[config.mk]
export PLATFORM = sky130hd
export DESIGN_NAME = sptpc_top
export DESIGN_NICKNAME = d
export VERILOG_FILES = /design/src/rtl/sptpc_pkg.sv /design/src/rtl/sptpc_axil_slave.sv /design/src/rtl/sptpc_pin_cell.sv /design/src/rtl/sptpc_top.sv
export SDC_FILE = /design/constraint.sdc
export NUM_CORES = 1
export LEC_CHECK = 0
export BUFFER_PORTS_ARGS = -buffer_cell sky130_fd_sc_hd__buf_2
export CAP_MARGIN = 40
export CORE_MARGIN = 2
export CORE_UTILIZATION = 57
export DETAILED_ROUTE_END_ITERATION = 12
export PLACE_DENSITY_LB_ADDON = 0.3
export SLEW_MARGIN = 0
export SYNTH_ARGS = -nofsm -noshare
export SYNTH_HDL_FRONTEND = slang
export SYNTH_HIERARCHICAL = 1
export SYNTH_SLANG_ARGS = --single-unit
[constraint.sdc]
create_clock -name clock -period 3.4 [get_ports clock]
set_input_delay 0 -clock clock [delete_from_list [all_inputs] [get_ports clock]]
set_output_delay 0 -clock clock [all_outputs]
set_load 0.05 [all_outputs]
[src/rtl/sptpc_pkg.sv]
package sptpc_pkg;

   // register byte offsets
   localparam logic [4:0] SPTPC_OFS_GLOBAL = 5'h00;
   localparam logic [4:0] SPTPC_OFS_TX_PIN = 5'h04;
   localparam logic [4:0] SPTPC_OFS_IRQ_STATUS = 5'h08;
   localparam logic [4:0] SPTPC_OFS_IRQ_ENABLE = 5'h0c;
   localparam logic [4:0] SPTPC_OFS_IRQ_CLEAR = 5'h10;
   localparam int SPTPC_ADDR_W = 5;

   // global control layout
   localparam int SPTPC_GC_RX_RESET = 27;
   localparam int SPTPC_GC_TX_RESET = 26;
   localparam int SPTPC_GC_RX_FS_MODE = 10;
   localparam int SPTPC_GC_RX_READY = 0;
   localparam int SPTPC_GC_TX_READY = 1;
   localparam int SPTPC_GC_TX_SHIFT_EMPTY = 3;
   localparam int SPTPC_GC_RX_SHIFT_FULL = 4;
   localparam int SPTPC_GC_W = 28;
   localparam logic [31:0] SPTPC_GC_WR_MASK = 32'h0fff_ffe4;
   localparam logic [31:0] SPTPC_GC_RESET = 32'h0000_0000;

   // transmit pin control layout, one nibble per pin
   localparam int SPTPC_PIN_COUNT = 3;
   localparam int SPTPC_PIN_ROLE = 0;
   localparam int SPTPC_PIN_DIR = 1;
   localparam int SPTPC_PIN_OUT = 2;
   localparam int SPTPC_PIN_IN = 3;
   localparam int SPTPC_PIN_STRIDE = 4;
   localparam int SPTPC_PIN_CLOCK = 0;
   localparam int SPTPC_PIN_DATA = 1;
   localparam int SPTPC_PIN_FSYNC = 2;
   localparam logic [31:0] SPTPC_TXP_WR_MASK = 32'h0000_0777;
   localparam logic [31:0] SPTPC_TXP_RESET = 32'h0000_0000;

   // interrupt status layout
   localparam int SPTPC_IRQ_TX_RESET = 0;
   localparam int SPTPC_IRQ_RX_RESET = 1;
   localparam int SPTPC_IRQ_W = 2;
   localparam logic [SPTPC_IRQ_W-1:0] SPTPC_IRQ_RESET = 2'h0;

   // axi responses
   localparam logic [1:0] SPTPC_RESP_OKAY = 2'h0;
   localparam logic [1:0] SPTPC_RESP_SLVERR = 2'h2;

   typedef enum logic [0:0] {
      SPTPC_SEQ_FRAME_START,
      SPTPC_SEQ_IN_FRAME
   } sptpc_seq_t;

endpackage

[src/rtl/sptpc_axil_slave.sv]
`timescale 1ns/1ps
`default_nettype none
module sptpc_axil_slave
   import sptpc_pkg::*;
(
   // clock and reset
   input wire logic clock,
   input wire logic sys_rst,
   // write address and data
   input wire logic [SPTPC_ADDR_W-1:0] s_axi_awaddr,
   input wire logic s_axi_awvalid,
   output logic s_axi_awready,
   input wire logic [31:0] s_axi_wdata,
   input wire logic [3:0] s_axi_wstrb,
   input wire logic s_axi_wvalid,
   output logic s_axi_wready,
   // write response
   output logic [1:0] s_axi_bresp,
   output logic s_axi_bvalid,
   input wire logic s_axi_bready,
   // read
   input wire logic [SPTPC_ADDR_W-1:0] s_axi_araddr,
   input wire logic s_axi_arvalid,
   output logic s_axi_arready,
   output logic [31:0] s_axi_rdata,
   output logic [1:0] s_axi_rresp,
   output logic s_axi_rvalid,
   input wire logic s_axi_rready,
   // register file side
   output logic wr_en,
   output logic [SPTPC_ADDR_W-1:0] wr_addr,
   output logic [31:0] wr_data,
   output logic [3:0] wr_strb,
   input wire logic wr_hit,
   output logic [SPTPC_ADDR_W-1:0] rd_addr,
   output logic rd_en,
   input wire logic [31:0] rd_data,
   input wire logic rd_hit
);

   logic aw_held;
   logic w_held;

   assign wr_en = aw_held && w_held && !s_axi_bvalid;
   assign rd_addr = s_axi_araddr;
   assign rd_en = s_axi_arvalid && s_axi_arready;

   // write address channel
   always_ff @(posedge clock or posedge sys_rst) begin
      if (sys_rst) begin
         aw_held <= 1'b0;
         s_axi_awready <= 1'b0;
         wr_addr <= '0;
      end else begin
         if (s_axi_awvalid && s_axi_awready) begin
            aw_held <= 1'b1;
            wr_addr <= s_axi_awaddr;
            s_axi_awready <= 1'b0;
         end else if (wr_en) begin
            aw_held <= 1'b0;
         end else begin
            s_axi_awready <= !aw_held && !s_axi_bvalid;
         end
      end
   end

   // write data channel
   always_ff @(posedge clock or posedge sys_rst) begin
      if (sys_rst) begin
         w_held <= 1'b0;
         s_axi_wready <= 1'b0;
         wr_data <= '0;
         wr_strb <= '0;
      end else begin
         if (s_axi_wvalid && s_axi_wready) begin
            w_held <= 1'b1;
            wr_data <= s_axi_wdata;
            wr_strb <= s_axi_wstrb;
            s_axi_wready <= 1'b0;
         end else if (wr_en) begin
            w_held <= 1'b0;
         end else begin
            s_axi_wready <= !w_held && !s_axi_bvalid;
         end
      end
   end

   // write response
   always_ff @(posedge clock or posedge sys_rst) begin
      if (sys_rst) begin
         s_axi_bvalid <= 1'b0;
         s_axi_bresp <= SPTPC_RESP_OKAY;
      end else if (wr_en) begin
         s_axi_bvalid <= 1'b1;
         s_axi_bresp <= wr_hit ? SPTPC_RESP_OKAY : SPTPC_RESP_SLVERR;
      end else if (s_axi_bready) begin
         s_axi_bvalid <= 1'b0;
      end
   end

   // read channel, one cycle answer
   always_ff @(posedge clock or posedge sys_rst) begin
      if (sys_rst) begin
         s_axi_arready <= 1'b0;
         s_axi_rvalid <= 1'b0;
         s_axi_rdata <= '0;
         s_axi_rresp <= SPTPC_RESP_OKAY;
      end else if (rd_en) begin
         s_axi_arready <= 1'b0;
         s_axi_rvalid <= 1'b1;
         s_axi_rdata <= rd_data;
         s_axi_rresp <= rd_hit ? SPTPC_RESP_OKAY : SPTPC_RESP_SLVERR;
      end else if (s_axi_rvalid) begin
         if (s_axi_rready) begin
            s_axi_rvalid <= 1'b0;
         end
      end else begin
         s_axi_arready <= 1'b1;
      end
   end

endmodule
`default_nettype wire

[src/rtl/sptpc_pin_cell.sv]
`timescale 1ns/1ps
`default_nettype none
module sptpc_pin_cell (
   // clock and reset
   input wire logic clock,
   input wire logic sys_rst,
   // control bits
   input wire logic role,
   input wire logic dir,
   input wire logic out_value,
   // serial core side
   input wire logic core_out,
   input wire logic core_drive,
   // pad
   input wire logic pin_i,
   output logic pin_o,
   output logic pin_oe_n,
   output logic in_level
);

   // serial role ignores dir and out_value
   always_ff @(posedge clock or posedge sys_rst) begin
      if (sys_rst) begin
         pin_o <= 1'b0;
         pin_oe_n <= 1'b1;
      end else if (role) begin
         pin_o <= core_out;
         pin_oe_n <= !core_drive;
      end else begin
         pin_o <= out_value;
         pin_oe_n <= !dir;
      end
   end

   // level seen on the pad
   always_ff @(posedge clock or posedge sys_rst) begin
      if (sys_rst) begin
         in_level <= 1'b0;
      end else begin
         in_level <= pin_i;
      end
   end

endmodule
`default_nettype wire

[src/rtl/sptpc_top.sv]
`timescale 1ns/1ps
`default_nettype none
module sptpc_top
   import sptpc_pkg::*;
(
   // clock and reset
   input wire logic clock,
   input wire logic sys_rst,
   // axi4-lite write
   input wire logic [SPTPC_ADDR_W-1:0] s_axi_awaddr,
   input wire logic s_axi_awvalid,
   output logic s_axi_awready,
   input wire logic [31:0] s_axi_wdata,
   input wire logic [3:0] s_axi_wstrb,
   input wire logic s_axi_wvalid,
   output logic s_axi_wready,
   output logic [1:0] s_axi_bresp,
   output logic s_axi_bvalid,
   input wire logic s_axi_bready,
   // axi4-lite read
   input wire logic [SPTPC_ADDR_W-1:0] s_axi_araddr,
   input wire logic s_axi_arvalid,
   output logic s_axi_arready,
   output logic [31:0] s_axi_rdata,
   output logic [1:0] s_axi_rresp,
   output logic s_axi_rvalid,
   input wire logic s_axi_rready,
   // serial core status
   input wire logic rx_ready,
   input wire logic tx_ready,
   input wire logic tx_shift_empty,
   input wire logic rx_shift_full,
   // serial core sequencing events
   input wire logic rx_frame_sync_seen,
   input wire logic rx_word_done,
   input wire logic tx_frame_sync_seen,
   input wire logic tx_word_done,
   // serial core controls
   output logic [SPTPC_GC_W-1:0] serial_config,
   output logic receive_side_reset_n,
   output logic transmit_side_reset_n,
   output logic receive_frame_sync_mode,
   output logic rx_in_frame,
   output logic tx_in_frame,
   // serial core pin drive, index 0 clock, 1 data, 2 frame sync
   input wire logic [SPTPC_PIN_COUNT-1:0] core_pin_out,
   input wire logic [SPTPC_PIN_COUNT-1:0] core_pin_drive,
   output logic [SPTPC_PIN_COUNT-1:0] core_pin_in,
   // pads
   input wire logic [SPTPC_PIN_COUNT-1:0] tx_pin_i,
   output logic [SPTPC_PIN_COUNT-1:0] tx_pin_o,
   output logic [SPTPC_PIN_COUNT-1:0] tx_pin_oe_n,
   // interrupt
   output logic irq
);

   logic wr_en;
   logic [SPTPC_ADDR_W-1:0] wr_addr;
   logic [31:0] wr_data;
   logic [3:0] wr_strb;
   logic wr_hit;
   logic [SPTPC_ADDR_W-1:0] rd_addr;
   logic [31:0] rd_data;
   logic rd_hit;
   logic [31:0] byte_mask;
   logic [31:0] serial_global_control;
   logic [31:0] tx_pin_control;
   logic [31:0] next_global;
   logic [31:0] next_tx_pin;
   logic [SPTPC_IRQ_W-1:0] irq_status;
   logic [SPTPC_IRQ_W-1:0] irq_enable;
   logic [SPTPC_IRQ_W-1:0] irq_event;
   logic [SPTPC_IRQ_W-1:0] irq_clear;
   logic [SPTPC_PIN_COUNT-1:0] pin_level;
   logic wr_global;
   logic wr_tx_pin;
   sptpc_seq_t rx_seq;
   sptpc_seq_t tx_seq;

   sptpc_axil_slave u_bus (
      .clock(clock),
      .sys_rst(sys_rst),
      .s_axi_awaddr(s_axi_awaddr),
      .s_axi_awvalid(s_axi_awvalid),
      .s_axi_awready(s_axi_awready),
      .s_axi_wdata(s_axi_wdata),
      .s_axi_wstrb(s_axi_wstrb),
      .s_axi_wvalid(s_axi_wvalid),
      .s_axi_wready(s_axi_wready),
      .s_axi_bresp(s_axi_bresp),
      .s_axi_bvalid(s_axi_bvalid),
      .s_axi_bready(s_axi_bready),
      .s_axi_araddr(s_axi_araddr),
      .s_axi_arvalid(s_axi_arvalid),
      .s_axi_arready(s_axi_arready),
      .s_axi_rdata(s_axi_rdata),
      .s_axi_rresp(s_axi_rresp),
      .s_axi_rvalid(s_axi_rvalid),
      .s_axi_rready(s_axi_rready),
      .wr_en(wr_en),
      .wr_addr(wr_addr),
      .wr_data(wr_data),
      .wr_strb(wr_strb),
      .wr_hit(wr_hit),
      .rd_addr(rd_addr),
      .rd_en(),
      .rd_data(rd_data),
      .rd_hit(rd_hit)
   );

   // byte enables
   assign byte_mask = {{8{wr_strb[3]}}, {8{wr_strb[2]}},
                       {8{wr_strb[1]}}, {8{wr_strb[0]}}};
   assign wr_global = wr_en && (wr_addr == SPTPC_OFS_GLOBAL);
   assign wr_tx_pin = wr_en && (wr_addr == SPTPC_OFS_TX_PIN);

   // write decode
   always_comb begin
      unique case (wr_addr)
         SPTPC_OFS_GLOBAL,
         SPTPC_OFS_TX_PIN,
         SPTPC_OFS_IRQ_STATUS,
         SPTPC_OFS_IRQ_ENABLE,
         SPTPC_OFS_IRQ_CLEAR: wr_hit = 1'b1;
         default: wr_hit = 1'b0;
      endcase
   end

   // merged values, only writable bits change
   always_comb begin
      next_global = (serial_global_control & ~(SPTPC_GC_WR_MASK & byte_mask))
                  | (wr_data & SPTPC_GC_WR_MASK & byte_mask);
      next_tx_pin = (tx_pin_control & ~(SPTPC_TXP_WR_MASK & byte_mask))
                  | (wr_data & SPTPC_TXP_WR_MASK & byte_mask);
   end

   // global control; receive reset touches no register bits
   always_ff @(posedge clock or posedge sys_rst) begin
      if (sys_rst) begin
         serial_global_control <= SPTPC_GC_RESET;
      end else if (wr_global) begin
         serial_global_control <= next_global;
      end
   end

   // transmit pin control
   always_ff @(posedge clock or posedge sys_rst) begin
      if (sys_rst) begin
         tx_pin_control <= SPTPC_TXP_RESET;
      end else if (wr_tx_pin) begin
         tx_pin_control <= next_tx_pin;
      end
   end

   // core controls
   always_ff @(posedge clock or posedge sys_rst) begin
      if (sys_rst) begin
         serial_config <= '0;
         receive_side_reset_n <= 1'b0;
         transmit_side_reset_n <= 1'b0;
         receive_frame_sync_mode <= 1'b0;
      end else begin
         serial_config <= serial_global_control[SPTPC_GC_W-1:0];
         receive_side_reset_n <=
            serial_global_control[SPTPC_GC_RX_RESET];
         transmit_side_reset_n <= serial_global_control[SPTPC_GC_TX_RESET];
         receive_frame_sync_mode <=
            serial_global_control[SPTPC_GC_RX_FS_MODE];
      end
   end

   // receiver sequencing
   always_ff @(posedge clock or posedge sys_rst) begin
      if (sys_rst) begin
         rx_seq <= SPTPC_SEQ_FRAME_START;
      end else if (!serial_global_control[SPTPC_GC_RX_RESET]) begin
         rx_seq <= SPTPC_SEQ_FRAME_START;
      end else begin
         unique case (rx_seq)
            SPTPC_SEQ_FRAME_START: begin
               if (rx_frame_sync_seen) begin
                  rx_seq <= SPTPC_SEQ_IN_FRAME;
               end
            end
            SPTPC_SEQ_IN_FRAME: begin
               if (rx_word_done) begin
                  rx_seq <= SPTPC_SEQ_FRAME_START;
               end
            end
         endcase
      end
   end

   // transmitter sequencing
   always_ff @(posedge clock or posedge sys_rst) begin
      if (sys_rst) begin
         tx_seq <= SPTPC_SEQ_FRAME_START;
      end else if (!serial_global_control[SPTPC_GC_TX_RESET]) begin
         tx_seq <= SPTPC_SEQ_FRAME_START;
      end else begin
         unique case (tx_seq)
            SPTPC_SEQ_FRAME_START: begin
               if (tx_frame_sync_seen) begin
                  tx_seq <= SPTPC_SEQ_IN_FRAME;
               end
            end
            SPTPC_SEQ_IN_FRAME: begin
               if (tx_word_done) begin
                  tx_seq <= SPTPC_SEQ_FRAME_START;
               end
            end
         endcase
      end
   end

   // frame state outputs
   always_ff @(posedge clock or posedge sys_rst) begin
      if (sys_rst) begin
         rx_in_frame <= 1'b0;
         tx_in_frame <= 1'b0;
      end else begin
         rx_in_frame <= (rx_seq == SPTPC_SEQ_IN_FRAME);
         tx_in_frame <= (tx_seq == SPTPC_SEQ_IN_FRAME);
      end
   end

   // reset entry events, from one to zero by a write
   always_comb begin
      irq_event = '0;
      irq_event[SPTPC_IRQ_TX_RESET] = wr_global
         && serial_global_control[SPTPC_GC_TX_RESET]
         && !next_global[SPTPC_GC_TX_RESET];
      irq_event[SPTPC_IRQ_RX_RESET] = wr_global
         && serial_global_control[SPTPC_GC_RX_RESET]
         && !next_global[SPTPC_GC_RX_RESET];
      irq_clear = '0;
      if (wr_en && (wr_addr == SPTPC_OFS_IRQ_CLEAR) && wr_strb[0]) begin
         irq_clear = wr_data[SPTPC_IRQ_W-1:0];
      end
   end

   // sticky status, set wins over clear
   always_ff @(posedge clock or posedge sys_rst) begin
      if (sys_rst) begin
         irq_status <= SPTPC_IRQ_RESET;
      end else begin
         irq_status <= (irq_status & ~irq_clear) | irq_event;
      end
   end

   // interrupt enable
   always_ff @(posedge clock or posedge sys_rst) begin
      if (sys_rst) begin
         irq_enable <= SPTPC_IRQ_RESET;
      end else if (wr_en && (wr_addr == SPTPC_OFS_IRQ_ENABLE)
                   && wr_strb[0]) begin
         irq_enable <= wr_data[SPTPC_IRQ_W-1:0];
      end
   end

   // interrupt line
   always_ff @(posedge clock or posedge sys_rst) begin
      if (sys_rst) begin
         irq <= 1'b0;
      end else begin
         irq <= |(irq_status & irq_enable);
      end
   end

   // pin cells: clock, data, frame sync
   genvar gi;
   generate
      for (gi = 0; gi < SPTPC_PIN_COUNT; gi++) begin : g_pin
         sptpc_pin_cell u_cell (
            .clock(clock),
            .sys_rst(sys_rst),
            .role(
               tx_pin_control[gi*SPTPC_PIN_STRIDE+SPTPC_PIN_ROLE]),
            .dir(tx_pin_control[gi*SPTPC_PIN_STRIDE+SPTPC_PIN_DIR]),
            .out_value(
               tx_pin_control[gi*SPTPC_PIN_STRIDE+SPTPC_PIN_OUT]),
            .core_out(core_pin_out[gi]),
            .core_drive(core_pin_drive[gi]),
            .pin_i(tx_pin_i[gi]),
            .pin_o(tx_pin_o[gi]),
            .pin_oe_n(tx_pin_oe_n[gi]),
            .in_level(pin_level[gi])
         );
      end
   endgenerate

   assign core_pin_in = pin_level;

   // read mux
   always_comb begin
      rd_data = '0;
      rd_hit = 1'b1;
      unique case (rd_addr)
         SPTPC_OFS_GLOBAL: begin
            rd_data = serial_global_control & SPTPC_GC_WR_MASK;
            rd_data[SPTPC_GC_RX_READY] = rx_ready;
            rd_data[SPTPC_GC_TX_READY] = tx_ready;
            rd_data[SPTPC_GC_TX_SHIFT_EMPTY] = tx_shift_empty;
            rd_data[SPTPC_GC_RX_SHIFT_FULL] = rx_shift_full;
         end
         SPTPC_OFS_TX_PIN: begin
            rd_data = tx_pin_control & SPTPC_TXP_WR_MASK;
            rd_data[SPTPC_PIN_CLOCK*SPTPC_PIN_STRIDE+SPTPC_PIN_IN] =
               pin_level[SPTPC_PIN_CLOCK];
            rd_data[SPTPC_PIN_DATA*SPTPC_PIN_STRIDE+SPTPC_PIN_IN] =
               pin_level[SPTPC_PIN_DATA];
            rd_data[SPTPC_PIN_FSYNC*SPTPC_PIN_STRIDE+SPTPC_PIN_IN] =
               pin_level[SPTPC_PIN_FSYNC];
         end
         SPTPC_OFS_IRQ_STATUS: rd_data[SPTPC_IRQ_W-1:0] = irq_status;
         SPTPC_OFS_IRQ_ENABLE: rd_data[SPTPC_IRQ_W-1:0] = irq_enable;
         SPTPC_OFS_IRQ_CLEAR: rd_data = '0;
         default: rd_hit = 1'b0;
      endcase
   end

endmodule
`default_nettype wire

==> impl_metrics.prom <==
# TYPE chip_impl_metric gauge
chip_impl_info{name="run_status",value="finished clean"} 1
chip_impl_metric{name="share_of_the_cycle_needed_by_the_critical_path_after_routing",unit=""} 0.655
chip_impl_metric{name="finalHoldViolations",unit=""} 0
chip_impl_metric{name="global_route.usage.total",unit=""} 0.246
chip_impl_info{name="rsz0062_at_grt",value="no"} 1
chip_impl_metric{name="worst_skew_pair.late_latency",unit="ns"} 0.51
chip_impl_metric{name="finish.net_count",unit=""} 663
chip_impl_metric{name="globalplace.congestion",unit=""} 0.764
chip_impl_metric{name="clkSinkCount",unit=""} 152
chip_impl_metric{name="boundaryPins",unit=""} 154
chip_impl_metric{name="antenna_found_initial",unit=""} 0
chip_impl_metric{name="crit_path_required_time",unit="ns"} 3.78
chip_impl_info{name="hp-class",value="input pin to flip-flop"} 1
chip_impl_metric{name="critical_path_arrival",unit="ns"} 2.61
chip_impl_metric{name="finalWorstSetupSlack",unit="ns"} 1.17
chip_impl_metric{name="routedWlPerCell",unit="microns"} 17.7
chip_impl_metric{name="postRouteAntennaNets",unit=""} 0
chip_impl_metric{name="initial_utilization",unit=""} 0.582
chip_impl_info{name="cts_tree",value="built"} 1
chip_impl_info{name="clock_tree_root_driver_cell",value="sky130_fd_sc_hd__clkbuf_8"} 1
chip_impl_info{name="worst_r2r_startpoint",value="u_bus/s_axi_bvalid"} 1
chip_impl_metric{name="placementRows",unit=""} 37
chip_impl_info{name="hp-start",value="rx_ready"} 1
chip_impl_metric{name="detail_route.drc_violations",unit=""} 0
chip_impl_metric{name="report.final.setup_viol",unit=""} 0
chip_impl_metric{name="num_vias",unit=""} 3802
chip_impl_metric{name="finalWorstPathRequiredPeriod",unit="ns"} 2.23
chip_impl_metric{name="globalRoute.totalOverflow",unit=""} 0
chip_impl_metric{name="finalClockSkew",unit="ns"} 0.00995
chip_impl_metric{name="final.setup.tns",unit="ns"} 0
chip_impl_metric{name="pwr_density_cell",unit="nW/um^2"} 876
chip_impl_metric{name="ys.warnings.count",unit=""} 6
chip_impl_metric{name="detailedRoute.firstIterationViolations",unit=""} 144
chip_impl_metric{name="netlist_instances",unit=""} 379
chip_impl_metric{name="p_leak",unit="nW"} 4.19
chip_impl_metric{name="die_h",unit="microns"} 106
chip_impl_metric{name="ctsHtreeMaxLevel",unit=""} 4
chip_impl_metric{name="drt-pass1-iter-count",unit=""} 4
chip_impl_metric{name="synth_area_per_cell",unit="sq um"} 15.8
chip_impl_info{name="category_of_the_critical_setup_timing_path",value="flip-flop to flip-flop"} 1
chip_impl_metric{name="port_buffers",unit=""} 142
chip_impl_metric{name="die_width",unit="microns"} 106
chip_impl_metric{name="clk_transition_reported_paths",unit="ns"} 0.07
chip_impl_metric{name="power.ir.vdd_worst",unit="V"} 0.000634
chip_impl_metric{name="maximum_frequency_from_static_timing_analysis",unit="MHz"} 449
chip_impl_metric{name="layout-drive-gt1-share",unit=""} 0.495
chip_impl_info{name="critical_path.startpoint_type",value="flip-flop"} 1
chip_impl_info{name="worstHoldEndpoint",value="u_bus/s_axi_rdata[0]"} 1
chip_impl_metric{name="reg2reg_depth",unit=""} 5
chip_impl_metric{name="setup.reg_to_reg.worst_slack",unit="ns"} 1.17
chip_impl_metric{name="dp_hpwl",unit="mm"} 8.21
chip_impl_metric{name="postRouteWirelength",unit="mm"} 13.1
chip_impl_metric{name="antenna_cells",unit=""} 0
chip_impl_metric{name="core-area",unit="sq um"} 10300
chip_impl_metric{name="worst_slew_pin_slew",unit="ns"} 0.836
chip_impl_metric{name="synth_area",unit="sq um"} 5980
chip_impl_metric{name="cts_inserted_buffers",unit=""} 17
chip_impl_metric{name="cp_max_fo",unit=""} 8
chip_impl_metric{name="num-fill-cells",unit=""} 636
chip_impl_metric{name="cap_viol_max_count",unit=""} 0
chip_impl_metric{name="final_max_slew_viol_count",unit=""} 0
chip_impl_metric{name="floorplan.die_area",unit="sq um"} 11300
chip_impl_metric{name="vias_per_cell",unit=""} 5.12
chip_impl_metric{name="pin_count_of_the_biggest_net_entering_global_routing",unit=""} 40
chip_impl_metric{name="layout_overhead_on_the_synthesized_area",unit="%"} 33.3
chip_impl_metric{name="maximum_root_to_sink_buffer_count",unit=""} 2
chip_impl_metric{name="number_of_global_route_vias_before_repair",unit=""} 4190
chip_impl_metric{name="grt_first_pass_wirelength",unit="mm"} 21.3
chip_impl_metric{name="placement.setup.worst_slack",unit="ns"} 1.17
chip_impl_metric{name="hold_depth",unit=""} 4
chip_impl_metric{name="relSlewSlack",unit=""} 0.442
chip_impl_info{name="crit_path_end_kind",value="flip-flop"} 1
[layer usage]
metal / vias to the layer above / wire length [microns] / share of wire / track usage
li1: 1735 / - / - / -
met1: 1908 / 5460 / 0.42 / 0.307
met2: 141 / 6810 / 0.52 / 0.428
met3: 18 / 608 / 0.046 / 0.0546
met4: 0 / 218 / 0.017 / 0.0844
met5: - / 0 / 0 / 0
[report_power, final]
group,internal (mW),leakage (nW),switching (mW)
logic,0.891,1.95,1.37
registers,2.48,1.98,0.484
clock network,1.01,0.267,0.759
[area by class of cell]
cell class | instances | area (sq um) | area share
flip-flops and latches | 152 | 3810 | 0.477
multi-input cells | 199 | 1980 | 0.248
inverters | 14 | 53.8 | 0.00675
clock buffers | 18 | 428 | 0.0537
well taps | 136 | 170 | 0.0213
repair buffers | 209 | 1400 | 0.176
clock inverters | 14 | 138 | 0.0173
[how the worst max path moves through the flow]
stage / slack [ns] / startpoint / end / depth (start not counted)
2_1_floorplan: 1.16 / u_bus/s_axi_bvalid / flip-flop / 5
3_3_place_gp: 1.22 / u_bus/s_axi_bvalid / flip-flop / 5
3_5_place_dp: 1.17 / u_bus/s_axi_bvalid / flip-flop / 5
4_1_cts: 1.17 / u_bus/s_axi_bvalid / flip-flop / 5
5_1_grt: 1.02 / u_bus/s_axi_bvalid / flip-flop / 5
6_report: 1.17 / u_bus/s_axi_bvalid / flip-flop / 5
[placed cells by master, fill, tap and decap left out, types with 3 or more instances in the layout]
cell type,n
sky130_fd_sc_hd__nor2b_1,4
sky130_fd_sc_hd__mux2i_1,5
sky130_fd_sc_hd__nand3_1,5
sky130_fd_sc_hd__o21ai_0,8
sky130_fd_sc_hd__inv_1,11
sky130_fd_sc_hd__dfrtp_1,149
sky130_fd_sc_hd__clkbuf_16,16
sky130_fd_sc_hd__and2_1,16
sky130_fd_sc_hd__inv_6,5
sky130_fd_sc_hd__conb_1,10
sky130_fd_sc_hd__clkinvlp_4,4
sky130_fd_sc_hd__nand2_1,7
sky130_fd_sc_hd__dlygate4sd3_1,62
sky130_fd_sc_hd__mux2_4,31
sky130_fd_sc_hd__a22o_1,11
sky130_fd_sc_hd__mux2_2,74
sky130_fd_sc_hd__buf_2,142
sky130_fd_sc_hd__dfstp_2,3
[critical path, stage by stage, from the launching register on]
cell	delay (ns)
sky130_fd_sc_hd__dfrtp_1	0.44
sky130_fd_sc_hd__nand3b_1	0.26
sky130_fd_sc_hd__inv_1	0.16
sky130_fd_sc_hd__nor4b_2	0.40
sky130_fd_sc_hd__nand3_1	0.44
sky130_fd_sc_hd__mux2_2	0.41
[stage by stage]
step	power (mW)	hold slack [ns]	util	std cells	area, sq um
2_1_floorplan	4.64	-0.247	-	387	6010
3_3_place_gp	5.04	-0.0746	0.655	645	6730
3_5_place_dp	5.15	-0.0691	0.660	648	6790
4_1_cts	7.02	0.0460	0.776	742	7970
5_1_grt	7.31	0.0936	0.776	742	7970
6_report	6.99	0.0615	0.776	742	7970
[timing repair]
item | in CTS | in global routing
gates resized for setup | 0 | 0
buffers inserted | 0 | 0
endpoints found under the hold margin | 151 | 0
hold buffers | 62 | 0
(Power assumes the default switching activity.)
